File: config.mk
export PLATFORM = sky130hd
export DESIGN_NAME = argl_top
export DESIGN_NICKNAME = d
export VERILOG_FILES = /design/src/hw/argl_pkg.sv /design/src/hw/argl_gain.sv /design/src/hw/argl_step.sv /design/src/hw/argl_top.sv
export SDC_FILE = /design/constraint.sdc
export NUM_CORES = 1
export LEC_CHECK = 0
export ABC_CLOCK_PERIOD_IN_PS = 9800
export BUFFER_PORTS_ARGS = -buffer_cell sky130_fd_sc_hd__buf_2
export CAP_MARGIN = 15
export CELL_PAD_IN_SITES_DETAIL_PLACEMENT = 1
export CELL_PAD_IN_SITES_GLOBAL_PLACEMENT = 1
export CORE_MARGIN = 2
export CORE_UTILIZATION = 48
export CTS_CLUSTER_SIZE = 20
export DETAILED_ROUTE_END_ITERATION = 16
export GPL_ROUTABILITY_DRIVEN = 0
export GPL_TIMING_DRIVEN = 1
export PLACE_DENSITY_LB_ADDON = 0.1
export SYNTH_ARGS = -nofsm -noshare
export SYNTH_HDL_FRONTEND = slang
export SYNTH_SLANG_ARGS = --single-unit
File: constraint.sdc
create_clock -name core_clk -period 9.8 [get_ports core_clk]
set_input_delay 1.96 -clock core_clk [delete_from_list [all_inputs] [get_ports core_clk]]
set_output_delay 1.96 -clock core_clk [all_outputs]
set_load 0.02 [all_outputs]
File: src/hw/argl_pkg.sv
// Purpose: Shared constants for the result gain and limit check
// Assumes: APB byte addresses, 32-bit data, one word per register
// Notes:   Upper bits of every 16-bit register read as zero
package argl_pkg;
   // Bus and field widths
   localparam int          ADDR_W        = 16;
   localparam int          DATA_W        = 32;
   localparam int          RES_W         = 16;
   localparam int          GAIN_W        = 15;
   localparam int          NFLAG         = 3;

   // Register byte offsets
   localparam logic [15:0] OFS_LOW_THR   = 16'h20a8;
   localparam logic [15:0] OFS_LOW_REL   = 16'h20ac;
   localparam logic [15:0] OFS_HIGH_THR  = 16'h20b0;
   localparam logic [15:0] OFS_HIGH_REL  = 16'h20b4;
   localparam logic [15:0] OFS_STEP_LIM  = 16'h20b8;
   localparam logic [15:0] OFS_BANK_A    = 16'h20c0;
   localparam logic [15:0] OFS_BANK_B    = 16'h20c4;
   localparam logic [15:0] OFS_IRQ_MASK  = 16'h20c8;
   localparam logic [15:0] OFS_CHECK_CTL = 16'h20cc;
   localparam logic [15:0] OFS_LIVE      = 16'h20d0;
   localparam logic [15:0] OFS_TEMP_GAIN = 16'h2238;

   // Reset values and the illegal zero gain code
   localparam logic [15:0] RST_LIMIT     = 16'h0000;
   localparam logic [14:0] RST_GAIN      = 15'h4000;
   localparam logic [14:0] GAIN_ZERO     = 15'h0000;
   localparam logic [2:0]  RST_FLAGS     = 3'h0;
   localparam logic [5:0]  RST_MASK      = 6'h00;

   // Gain format: unsigned, bit 14 integer, bits 13:0 fraction
   localparam int          GAIN_FRAC     = 14;
   localparam int          GAIN_SIGN     = 14;

   // Flag positions inside each bank
   localparam int          FLG_LOW       = 0;
   localparam int          FLG_HIGH      = 1;
   localparam int          FLG_STEP      = 2;

   // Check control fields: enables then bank routing
   localparam int          CTL_EN_LSB    = 0;
   localparam int          CTL_ROUTE_LSB = 4;
   // Mask fields: bank a low, bank b high
   localparam int          MASK_B_LSB    = 3;

   localparam logic [15:0] RES_MAX       = 16'hffff;
   localparam logic [15:0] RES_MIN       = 16'h0000;

   // Bus slave states
   typedef enum logic [0:0] {
      ARGL_IDLE = 1'b0,
      ARGL_ACK  = 1'b1
   } argl_bus_st_t;
endpackage : argl_pkg

File: src/hw/argl_gain.sv
// Purpose: Unsigned fixed-point gain on temperature channel results
// Assumes: Raw result is unsigned, gain code bit 14 marks unity
// Notes:   One cycle of latency, output registered
`timescale 1ns/1ns
module argl_gain (
   input  wire logic        core_clk,  // System clock
   input  wire logic        reset_n,   // Sync reset, active low
   input  wire logic        in_valid,  // Raw result strobe
   input  wire logic [15:0] in_data,   // Raw result
   input  wire logic        in_temp,   // Result from temp sensor
   input  wire logic [14:0] gain,      // Gain code
   output logic             out_valid, // Corrected strobe
   output logic [15:0]      out_data   // Corrected result
);
   logic        [31:0] prod;
   logic        [31:0] scaled;
   logic        [15:0] sat;
   logic        [15:0] next_data;

   // Bit 14 set means gain at or above unity, so the code scales
   // as an unsigned 1.14 value: raw times code over 16384
   assign prod   = {16'h0000, in_data} * {17'h0, gain};
   assign scaled = prod >> argl_pkg::GAIN_FRAC;
   // Product never goes negative; overflow clamps to full scale
   assign sat = (|scaled[31:16]) ? argl_pkg::RES_MAX :
                scaled[15:0];
   // Zero code is illegal and forces zero; other channels bypass
   assign next_data = !in_temp ? in_data :
                      (gain == argl_pkg::GAIN_ZERO) ?
                      argl_pkg::RES_MIN : sat;

   // Output register
   always_ff @(posedge core_clk) begin
      if (!reset_n) begin
         out_valid <= 1'b0;
         out_data  <= argl_pkg::RES_MIN;
      end else begin
         out_valid <= in_valid;
         if (in_valid) begin
            out_data <= next_data;
         end
      end
   end
endmodule : argl_gain

File: src/hw/argl_step.sv
// Purpose: Difference check between consecutive results
// Assumes: Results arrive as single-cycle strobes
// Notes:   First result after reset only primes the history
`timescale 1ns/1ns
module argl_step (
   input  wire logic        core_clk, // System clock
   input  wire logic        reset_n,  // Sync reset, active low
   input  wire logic        valid,    // Result strobe
   input  wire logic [15:0] data,     // Corrected result
   input  wire logic [15:0] limit,    // Allowed difference
   output logic             trip      // Difference too large
);
   logic        [15:0] prev;
   logic               have_prev;
   logic        [15:0] diff;

   // Magnitude of the change, no wrap since operands unsigned
   assign diff = (data >= prev) ? (data - prev) : (prev - data);
   assign trip = valid & have_prev & (diff > limit);

   // History of the previous result
   always_ff @(posedge core_clk) begin
      if (!reset_n) begin
         prev      <= argl_pkg::RES_MIN;
         have_prev <= 1'b0;
      end else if (valid) begin
         prev      <= data;
         have_prev <= 1'b1;
      end
   end
endmodule : argl_step

File: src/hw/argl_top.sv
// Purpose: Gain correction and limit checks on the result stream
// Assumes: Result strobes come from logic on core_clk
// Notes:   APB slave with one wait state, sticky flag banks
// Functional notes
// - The gain code is 15-bit unsigned, bit 14 integer, 14 fraction bits.
// - A gain code of zero is illegal and yields a result of zero.
// - Code 0x4000 is unity and reset, 0x2000 halves, 0x7fff near doubles.
// - Gain correction applies only to temperature sensor results.
// - A result below the low threshold sets the low-limit flag.
// - The low-limit flag holds until a result exceeds threshold plus margin.
// - Each result is compared to the high threshold, tripping its flag.
// - High trips above threshold, holds until below threshold minus margin.
// - Consecutive results differing by more than the step limit flag it.
// - Threshold, margin and step registers reset to zero, upper half reads 0.
`timescale 1ns/1ns
module argl_top (
   input  wire logic        core_clk,   // System clock, 100 MHz
   input  wire logic        reset_n,    // Sync reset, active low
   input  wire logic        psel,       // APB select
   input  wire logic        penable,    // APB enable
   input  wire logic        pwrite,     // APB direction
   input  wire logic [15:0] paddr,      // APB byte address
   input  wire logic [31:0] pwdata,     // APB write data
   output logic      [31:0] prdata,     // APB read data
   output logic             pready,     // APB ready
   output logic             pslverr,    // APB error, unmapped
   input  wire logic        res_valid,  // Raw result strobe
   input  wire logic [15:0] conversion_result, // Raw result
   input  wire logic        res_is_temp, // Result from temp sensor
   output logic             corr_valid, // Corrected strobe
   output logic      [15:0] corr_data,  // Corrected result
   output logic             irq         // Level interrupt
);
   // Flags per bank: low, high, step
   localparam int NF = argl_pkg::NFLAG;

   // Software registers
   logic [15:0]             low_threshold;
   logic [15:0]             low_release_margin;
   logic [15:0]             high_threshold;
   logic [15:0]             high_release_margin;
   logic [15:0]             step_limit;
   logic [14:0]             temp_gain_factor;
   logic [NF-1:0]           check_en;
   logic [NF-1:0]           bank_route;
   logic [NF-1:0]           interrupt_flag_bank_a;
   logic [NF-1:0]           interrupt_flag_bank_b;
   logic [2*NF-1:0]         irq_mask;

   // Live hysteresis and step state
   logic                    low_active;
   logic                    high_active;
   logic                    step_seen;

   // Bus slave state
   argl_pkg::argl_bus_st_t  bus_st;
   argl_pkg::argl_bus_st_t  next_bus_st;

   // Stage outputs
   logic                    g_valid;
   logic [15:0]             g_data;
   logic                    step_trip;

   // Gain correction stage; adds one cycle to every result
   // Other channels pass through it unchanged, only delayed
   argl_gain u_gain (
      .core_clk  (core_clk),
      .reset_n   (reset_n),
      .in_valid  (res_valid),
      .in_data   (conversion_result),
      .in_temp   (res_is_temp),
      .gain      (temp_gain_factor),
      .out_valid (g_valid),
      .out_data  (g_data)
   );

   // Step check on corrected results
   // First result after reset only primes the history
   argl_step u_step (
      .core_clk (core_clk),
      .reset_n  (reset_n),
      .valid    (g_valid),
      .data     (g_data),
      .limit    (step_limit),
      .trip     (step_trip)
   );

   // Bus decode
   // Taken only while idle, so an access phase held over the
   // answer cycle is never taken twice.
   // Registered answer keeps the read mux off the pready path.
   // Unmapped addresses get pslverr; their writes are dropped.
   logic        acc_req;
   logic        wr_en;
   logic        hit_low_thr;
   logic        hit_low_rel;
   logic        hit_high_thr;
   logic        hit_high_rel;
   logic        hit_step;
   logic        hit_bank_a;
   logic        hit_bank_b;
   logic        hit_mask;
   logic        hit_ctl;
   logic        hit_live;
   logic        hit_gain;
   logic        hit_any;
   logic [31:0] rd_mux;

   // Access phase seen, answered one cycle later
   assign acc_req = psel & penable & (bus_st == argl_pkg::ARGL_IDLE);
   // Writes land on the edge that samples pready high
   assign wr_en   = psel & penable & pwrite & pready & ~pslverr;

   // Address compare per register
   assign hit_low_thr  = (paddr == argl_pkg::OFS_LOW_THR);
   assign hit_low_rel  = (paddr == argl_pkg::OFS_LOW_REL);
   assign hit_high_thr = (paddr == argl_pkg::OFS_HIGH_THR);
   assign hit_high_rel = (paddr == argl_pkg::OFS_HIGH_REL);
   assign hit_step     = (paddr == argl_pkg::OFS_STEP_LIM);
   assign hit_bank_a   = (paddr == argl_pkg::OFS_BANK_A);
   assign hit_bank_b   = (paddr == argl_pkg::OFS_BANK_B);
   assign hit_mask     = (paddr == argl_pkg::OFS_IRQ_MASK);
   assign hit_ctl      = (paddr == argl_pkg::OFS_CHECK_CTL);
   assign hit_live     = (paddr == argl_pkg::OFS_LIVE);
   assign hit_gain     = (paddr == argl_pkg::OFS_TEMP_GAIN);
   assign hit_any = hit_low_thr | hit_low_rel | hit_high_thr |
                    hit_high_rel | hit_step | hit_bank_a |
                    hit_bank_b | hit_mask | hit_ctl | hit_live |
                    hit_gain;

   // Read data, reserved upper bits read as zero
   assign rd_mux =
      hit_low_thr  ? {16'h0000, low_threshold}       :
      hit_low_rel  ? {16'h0000, low_release_margin}  :
      hit_high_thr ? {16'h0000, high_threshold}      :
      hit_high_rel ? {16'h0000, high_release_margin} :
      hit_step     ? {16'h0000, step_limit}          :
      hit_gain     ? {17'h00000, temp_gain_factor}   :
      hit_bank_a   ? {29'h00000000, interrupt_flag_bank_a} :
      hit_bank_b   ? {29'h00000000, interrupt_flag_bank_b} :
      hit_mask     ? {26'h0000000, irq_mask}         :
      hit_ctl      ? {25'h0000000, bank_route, 1'b0, check_en} :
      hit_live     ? {29'h00000000, step_seen, high_active,
                      low_active}                    :
      32'h00000000;

   // Slave state: idle until an access, then one acknowledge cycle
   always_comb begin
      next_bus_st = bus_st;
      case (bus_st)
         argl_pkg::ARGL_IDLE: begin
            if (acc_req) begin
               next_bus_st = argl_pkg::ARGL_ACK;
            end
         end
         argl_pkg::ARGL_ACK: begin
            next_bus_st = argl_pkg::ARGL_IDLE;
         end
         default: begin
            next_bus_st = argl_pkg::ARGL_IDLE;
         end
      endcase
   end

   // Bus answer registers
   // prdata changes only on reads, so it holds between transfers
   always_ff @(posedge core_clk) begin
      if (!reset_n) begin
         bus_st  <= argl_pkg::ARGL_IDLE;
         pready  <= 1'b0;
         pslverr <= 1'b0;
         prdata  <= 32'h00000000;
      end else begin
         bus_st  <= next_bus_st;
         pready  <= acc_req;
         pslverr <= acc_req & ~hit_any;
         if (acc_req && !pwrite) begin
            prdata <= rd_mux;
         end
      end
   end

   // Configuration registers
   // Writes land on the edge that samples pready high, never in
   // the setup cycle, so a stalled master sees no early update.
   // Reserved upper bits cost no flops and read back as zero.
   // Gain resets to unity so temperature results pass unchanged.
   // Limits and margins; only the low half is stored
   always_ff @(posedge core_clk) begin
      if (!reset_n) begin
         low_threshold       <= argl_pkg::RST_LIMIT;
         low_release_margin  <= argl_pkg::RST_LIMIT;
         high_threshold      <= argl_pkg::RST_LIMIT;
         high_release_margin <= argl_pkg::RST_LIMIT;
         step_limit          <= argl_pkg::RST_LIMIT;
      end else if (wr_en) begin
         if (hit_low_thr) begin
            low_threshold <= pwdata[15:0];
         end
         if (hit_low_rel) begin
            low_release_margin <= pwdata[15:0];
         end
         if (hit_high_thr) begin
            high_threshold <= pwdata[15:0];
         end
         if (hit_high_rel) begin
            high_release_margin <= pwdata[15:0];
         end
         if (hit_step) begin
            step_limit <= pwdata[15:0];
         end
      end
   end

   // Gain, check enables, routing and mask
   always_ff @(posedge core_clk) begin
      if (!reset_n) begin
         temp_gain_factor <= argl_pkg::RST_GAIN;
         check_en         <= argl_pkg::RST_FLAGS;
         bank_route       <= argl_pkg::RST_FLAGS;
         irq_mask         <= argl_pkg::RST_MASK;
      end else if (wr_en) begin
         if (hit_gain) begin
            temp_gain_factor <= pwdata[14:0];
         end
         if (hit_ctl) begin
            check_en   <= pwdata[argl_pkg::CTL_EN_LSB +: NF];
            bank_route <= pwdata[argl_pkg::CTL_ROUTE_LSB +: NF];
         end
         if (hit_mask) begin
            irq_mask <= pwdata[2*NF-1:0];
         end
      end
   end

   // Limit checks on each corrected result
   // Checks judge the corrected value, so a temperature result
   // is compared after its gain. Live state moves on strobes only.
   // Wider release arithmetic stops a large margin from wrapping
   // past the end of the range and releasing early.
   logic [16:0]        low_release;
   logic signed [17:0] high_release;
   logic               below_low;
   logic               above_low_rel;
   logic               above_high;
   logic               below_high_rel;
   logic               next_low_active;
   logic               next_high_active;
   logic [NF-1:0]      event_hit;

   // Release points widened so they cannot wrap
   // A negative high release point clears only through disable
   assign low_release  = {1'b0, low_threshold} +
                         {1'b0, low_release_margin};
   assign high_release = $signed({2'b00, high_threshold}) -
                         $signed({2'b00, high_release_margin});

   assign below_low      = g_data < low_threshold;
   assign above_low_rel  = {1'b0, g_data} > low_release;
   assign above_high     = g_data > high_threshold;
   assign below_high_rel = $signed({2'b00, g_data}) <
                           high_release;

   // Hysteresis: trip sets, the release point or a disabled check clears
   assign next_low_active =
      !check_en[argl_pkg::FLG_LOW] ? 1'b0 :
      below_low     ? 1'b1 :
      above_low_rel ? 1'b0 :
      low_active;
   assign next_high_active =
      !check_en[argl_pkg::FLG_HIGH] ? 1'b0 :
      above_high     ? 1'b1 :
      below_high_rel ? 1'b0 :
      high_active;

   // A flag event repeats on every result while the state holds
   // Disabled checks force live state low and raise no events
   assign event_hit[argl_pkg::FLG_LOW]  = g_valid & next_low_active;
   assign event_hit[argl_pkg::FLG_HIGH] = g_valid & next_high_active;
   assign event_hit[argl_pkg::FLG_STEP] =
      step_trip & check_en[argl_pkg::FLG_STEP];

   // Live state and corrected output
   always_ff @(posedge core_clk) begin
      if (!reset_n) begin
         low_active  <= 1'b0;
         high_active <= 1'b0;
         step_seen   <= 1'b0;
         corr_valid  <= 1'b0;
         corr_data   <= argl_pkg::RES_MIN;
      end else begin
         corr_valid <= g_valid;
         if (g_valid) begin
            low_active  <= next_low_active;
            high_active <= next_high_active;
            step_seen   <= event_hit[argl_pkg::FLG_STEP];
            corr_data   <= g_data;
         end
      end
   end

   // Flag banks, write one to clear; a new event beats the clear
   // A clear meeting a fresh event in one cycle keeps the flag,
   // so software never loses an event between read and clear.
   // Each flag picks its bank by its routing bit; the other bank
   // is left alone.
   logic [NF-1:0] set_a;
   logic [NF-1:0] set_b;
   logic [NF-1:0] clr_a;
   logic [NF-1:0] clr_b;

   genvar gi;
   generate
      for (gi = 0; gi < NF; gi++) begin : g_flag
         // Routing bit picks which bank sees the event
         assign set_a[gi] = event_hit[gi] & ~bank_route[gi];
         assign set_b[gi] = event_hit[gi] &  bank_route[gi];
         assign clr_a[gi] = wr_en & hit_bank_a & pwdata[gi];
         assign clr_b[gi] = wr_en & hit_bank_b & pwdata[gi];

         always_ff @(posedge core_clk) begin
            if (!reset_n) begin
               interrupt_flag_bank_a[gi] <= 1'b0;
               interrupt_flag_bank_b[gi] <= 1'b0;
            end else begin
               interrupt_flag_bank_a[gi] <= set_a[gi] |
                  (interrupt_flag_bank_a[gi] & ~clr_a[gi]);
               interrupt_flag_bank_b[gi] <= set_b[gi] |
                  (interrupt_flag_bank_b[gi] & ~clr_b[gi]);
            end
         end
      end
   endgenerate

   // Interrupt from masked flags; one cycle behind the flag
   // Mask bits [2:0] gate bank a, bits [5:3] gate bank b
   logic irq_any;
   assign irq_any =
      |(interrupt_flag_bank_a & irq_mask[NF-1:0]) |
      |(interrupt_flag_bank_b & irq_mask[argl_pkg::MASK_B_LSB +: NF]);

   always_ff @(posedge core_clk) begin
      if (!reset_n) begin
         irq <= 1'b0;
      end else begin
         irq <= irq_any;
      end
   end
endmodule : argl_top

==> flow_metrics.tcl <==
set metrics [dict create \
    status "complete, no violations" \
    synth_edf_count 0 \
    synth_ff_type "dfxtp_1" \
    die-area_um2 42100 \
    drtAntennaViolNets 0 \
    io-pin-count 123 \
    coreArea_um2 39800 \
    crit_top_cell "fa_1" \
    crit_start "conversion_result[13]" \
    synth_top_cell_by_area "fa_1" \
    yosysMostFrequentCell "nand2_1" \
    end_kind "flip-flop" \
    rr_startpoint "temp_gain_factor[4]$_SDFFE_PN0P_" \
    final-hold-violation-count 0 \
    yosysUniqueCellTypes 81 \
    layoutNonFillerInstCount 2963 \
    yosysWarningCount 0 \
    stdcell_area_um2 20900 \
    slew_viol_final 0 \
    max_freq_mhz 119 \
    rsz0062_at_grt "no" \
    max_stage_delay_ns 0.65 \
    wire_per_inst_um 22.0 \
    grt_max_degree 76 \
    crit_path_start_kind "primary input" \
    leakagePower_nw 9.36 \
    num_rows 73 \
    cts_hold_buf 0 \
    synthArstFlopShare 0 \
    vdd_ir_drop_max_mv 0.126 \
    diodes 0 \
    vias_per_cell 5.91 \
    worstMarginPinSlew_ns 1.12 \
    hold_path_class "flip-flop to flip-flop" \
    synth_area_leaders "fa_1, dfxtp_1, ha_1, nand2_1, inv_1" \
    cts_resized 0 \
    grt_pass1_wl_mm 104 \
    max_slew_margin 0.245 \
    synth_top_area_share 0.188 \
    finalNetCount 2912 \
    hpwlAfterDp_mm 51.1 \
    gr-total-overflow 0 \
    skew_ns 0.0123 \
    drcViolationCount 0 \
    portBuffers 90 \
    cts_tree "yes" \
    ys_seq_area_frac 0.176 \
    synth_area_um2 19400 \
    power_density_nw_per_um2 91.5 \
    clk_latency_ns 0.46 \
    dpl_cell_area_um2 20300 \
    post_route_cells_drive_above_1_share 0.0734 \
    setup_viol 0 \
    finalSetupTns_ns 0 \
    r2r_cells 21 \
    endpoint "u_gain.out_data[14]$_SDFFE_PN0P_" \
    ys_top_cells_by_count "nand2_1, inv_1, ha_1, a21oi_1, fa_1" \
    final_util 0.524 \
    path_clk_slew_ns 0.07 \
    worstPathRequired_ns 10.18 \
    r2r_end "u_gain.out_data[14]$_SDFFE_PN0P_" \
    fill_cells 4913 \
    min_period_ns 8.39 \
    cts_buffers 17 \
    postCtsSetupBuffers 0 \
    vias 17513 \
    avgSynthCellArea_um2 8.09 \
    syn_inst 2402 \
    htreeDepth 4 \
    regArea_um2 3420 \
    fin_crit_sh 0.856 \
    path_class "primary input to flip-flop" \
    drv_cap 0 \
    path_cells "buf_2, and2_1, fa_1, inv_1, fa_1, inv_1, fa_1, fa_1, fa_1, inv_1, fa_1, inv_1, ha_1, a21oi_1, o21ai_0, a31oi_1, o21a_1, o21a_1, nand2b_1, xnor2_1, a21boi_1, a31oi_1" \
    crit_slowest_cell "xnor2_1" \
    first_pass_iters 5 \
    cts_buffer_depth 2 \
    multi_input_area_um2 14300 \
    initial_core_util 0.488 \
    wl_mm 65.3 \
    area_growth_pct 7.31 \
    grt_use_total 0.321 \
    drtIter0Drc 1324 \
    die_h_um 205 \
    die_w_um 205 \
    yosys_register_bits 171 \
    critPathArrivalTime_ns 8.77 \
    cts.root.buffer_cell "clkbuf_16" \
    antenna_found_initial 2 \
    grt_pass1_vias 18500 \
    clock-sinks 171 \
    reg2reg_slack_ns 2.39 \
    critPathMaxFanout 16 \
    place_inst 2931 \
]
## sequential cells by signal, summed over array words and instances, names as in the netlist, 3 cells and up
signal,count
high_release_margin,16
high_threshold,16
low_threshold,16
prdata,16
irq_mask,6
check_en,3
temp_gain_factor,15
interrupt_flag_bank_b,3
low_release_margin,16
interrupt_flag_bank_a,3
bank_route,3
step_limit,16
u_gain.out_data,16
u_step.prev,16
## through the flow
stage | hold WS (ns) | setup WS, ns | total power [mW]
5_1_grt | 0.489 | 1.06 | 2.00
2_1_floorplan | 0.428 | 2.30 | 1.06
3_5_place_dp | 0.453 | 1.07 | 1.20
4_1_cts | 0.462 | 1.52 | 1.91
6_report | 0.460 | 1.41 | 1.91
3_3_place_gp | 0.441 | 1.35 | 1.18
## final cells by class
cell class / instances / area share
Multi-Input combinational cell: 1783 / 0.684
Tap cell: 525 / 0.0315
Clock buffer: 19 / 0.0208
Sequential cell: 171 / 0.164
Clock inverter: 13 / 0.00750
Timing Repair Buffer: 119 / 0.0320
Inverter: 333 / 0.0600
## critical path, delay by kind of cell
family	cells	cell delay, ns
simple gates	2	0.32
buf+inv	5	0.45
fa+ha+maj	7	3.42
xor+xnor	1	0.65
compound gates	7	1.94
## cell families (layout without fill, tap and decap cells)
logic type,count (synthesis),count (layout),synth area share
compound gates,474,474,0.155
fa+ha+maj,417,417,0.339
buf+inv,463,484,0.0938
simple gates,787,787,0.193
other cells,1,16,0.000193
mux,33,33,0.0172
xor+xnor,56,56,0.0252
flops,171,171,0.176
## layout by cell type (no fill, tap or decap), types with 10 or more instances in the layout
cell type,instances
buf_2,90
a21o_1,32
ha_1,233
nand2b_1,11
nand3_1,42
o21a_1,23
nor2b_1,17
buf_4,29
a222oi_1,13
fa_1,183
a221oi_1,23
a31oi_1,19
nor4_1,12
inv_1,331
nor3_1,33
xor2_1,24
nand4_1,12
and2_1,145
xnor2_1,32
nor2_1,75
clkbuf_16,17
a21oi_1,188
a211oi_1,10
o21ai_0,84
mux2i_1,29
dfxtp_1,171
conb_1,16
nand2_1,389
## where the power goes
group	internal [mW]	total [mW]	leakage (nW)	switching, mW
combinational	0.181	0.469	7.69	0.288
sequential	0.705	0.721	1.38	0.0160
clock	0.384	0.718	0.287	0.335
total	1.27	1.91	9.36	0.639
## per-layer routing
metal	global-route usage	routed length, um	up-vias
li1	-	-	7962
met1	0.427	28400	8875
met2	0.525	30300	556
met3	0.0573	4490	120
met4	0.107	2080	0
met5	0	0	-
## how the worst min path moves through the flow
| stage | from | endpoint | cells after the start |
|---|---|---|---|
| floorplan | step_seen$_SDFFE_PN0P_ | step_seen$_SDFFE_PN0P_ | 1 |
| global placement | step_limit[5]$_SDFFE_PN0P_ | step_limit[5]$_SDFFE_PN0P_ | 2 |
| detailed placement | step_limit[5]$_SDFFE_PN0P_ | step_limit[5]$_SDFFE_PN0P_ | 2 |
| CTS | step_limit[5]$_SDFFE_PN0P_ | step_limit[5]$_SDFFE_PN0P_ | 2 |
| global route | step_limit[5]$_SDFFE_PN0P_ | step_limit[5]$_SDFFE_PN0P_ | 2 |
| finish | step_limit[5]$_SDFFE_PN0P_ | step_limit[5]$_SDFFE_PN0P_ | 2 |
No activity file was read; power rests on OpenSTA's default activity.
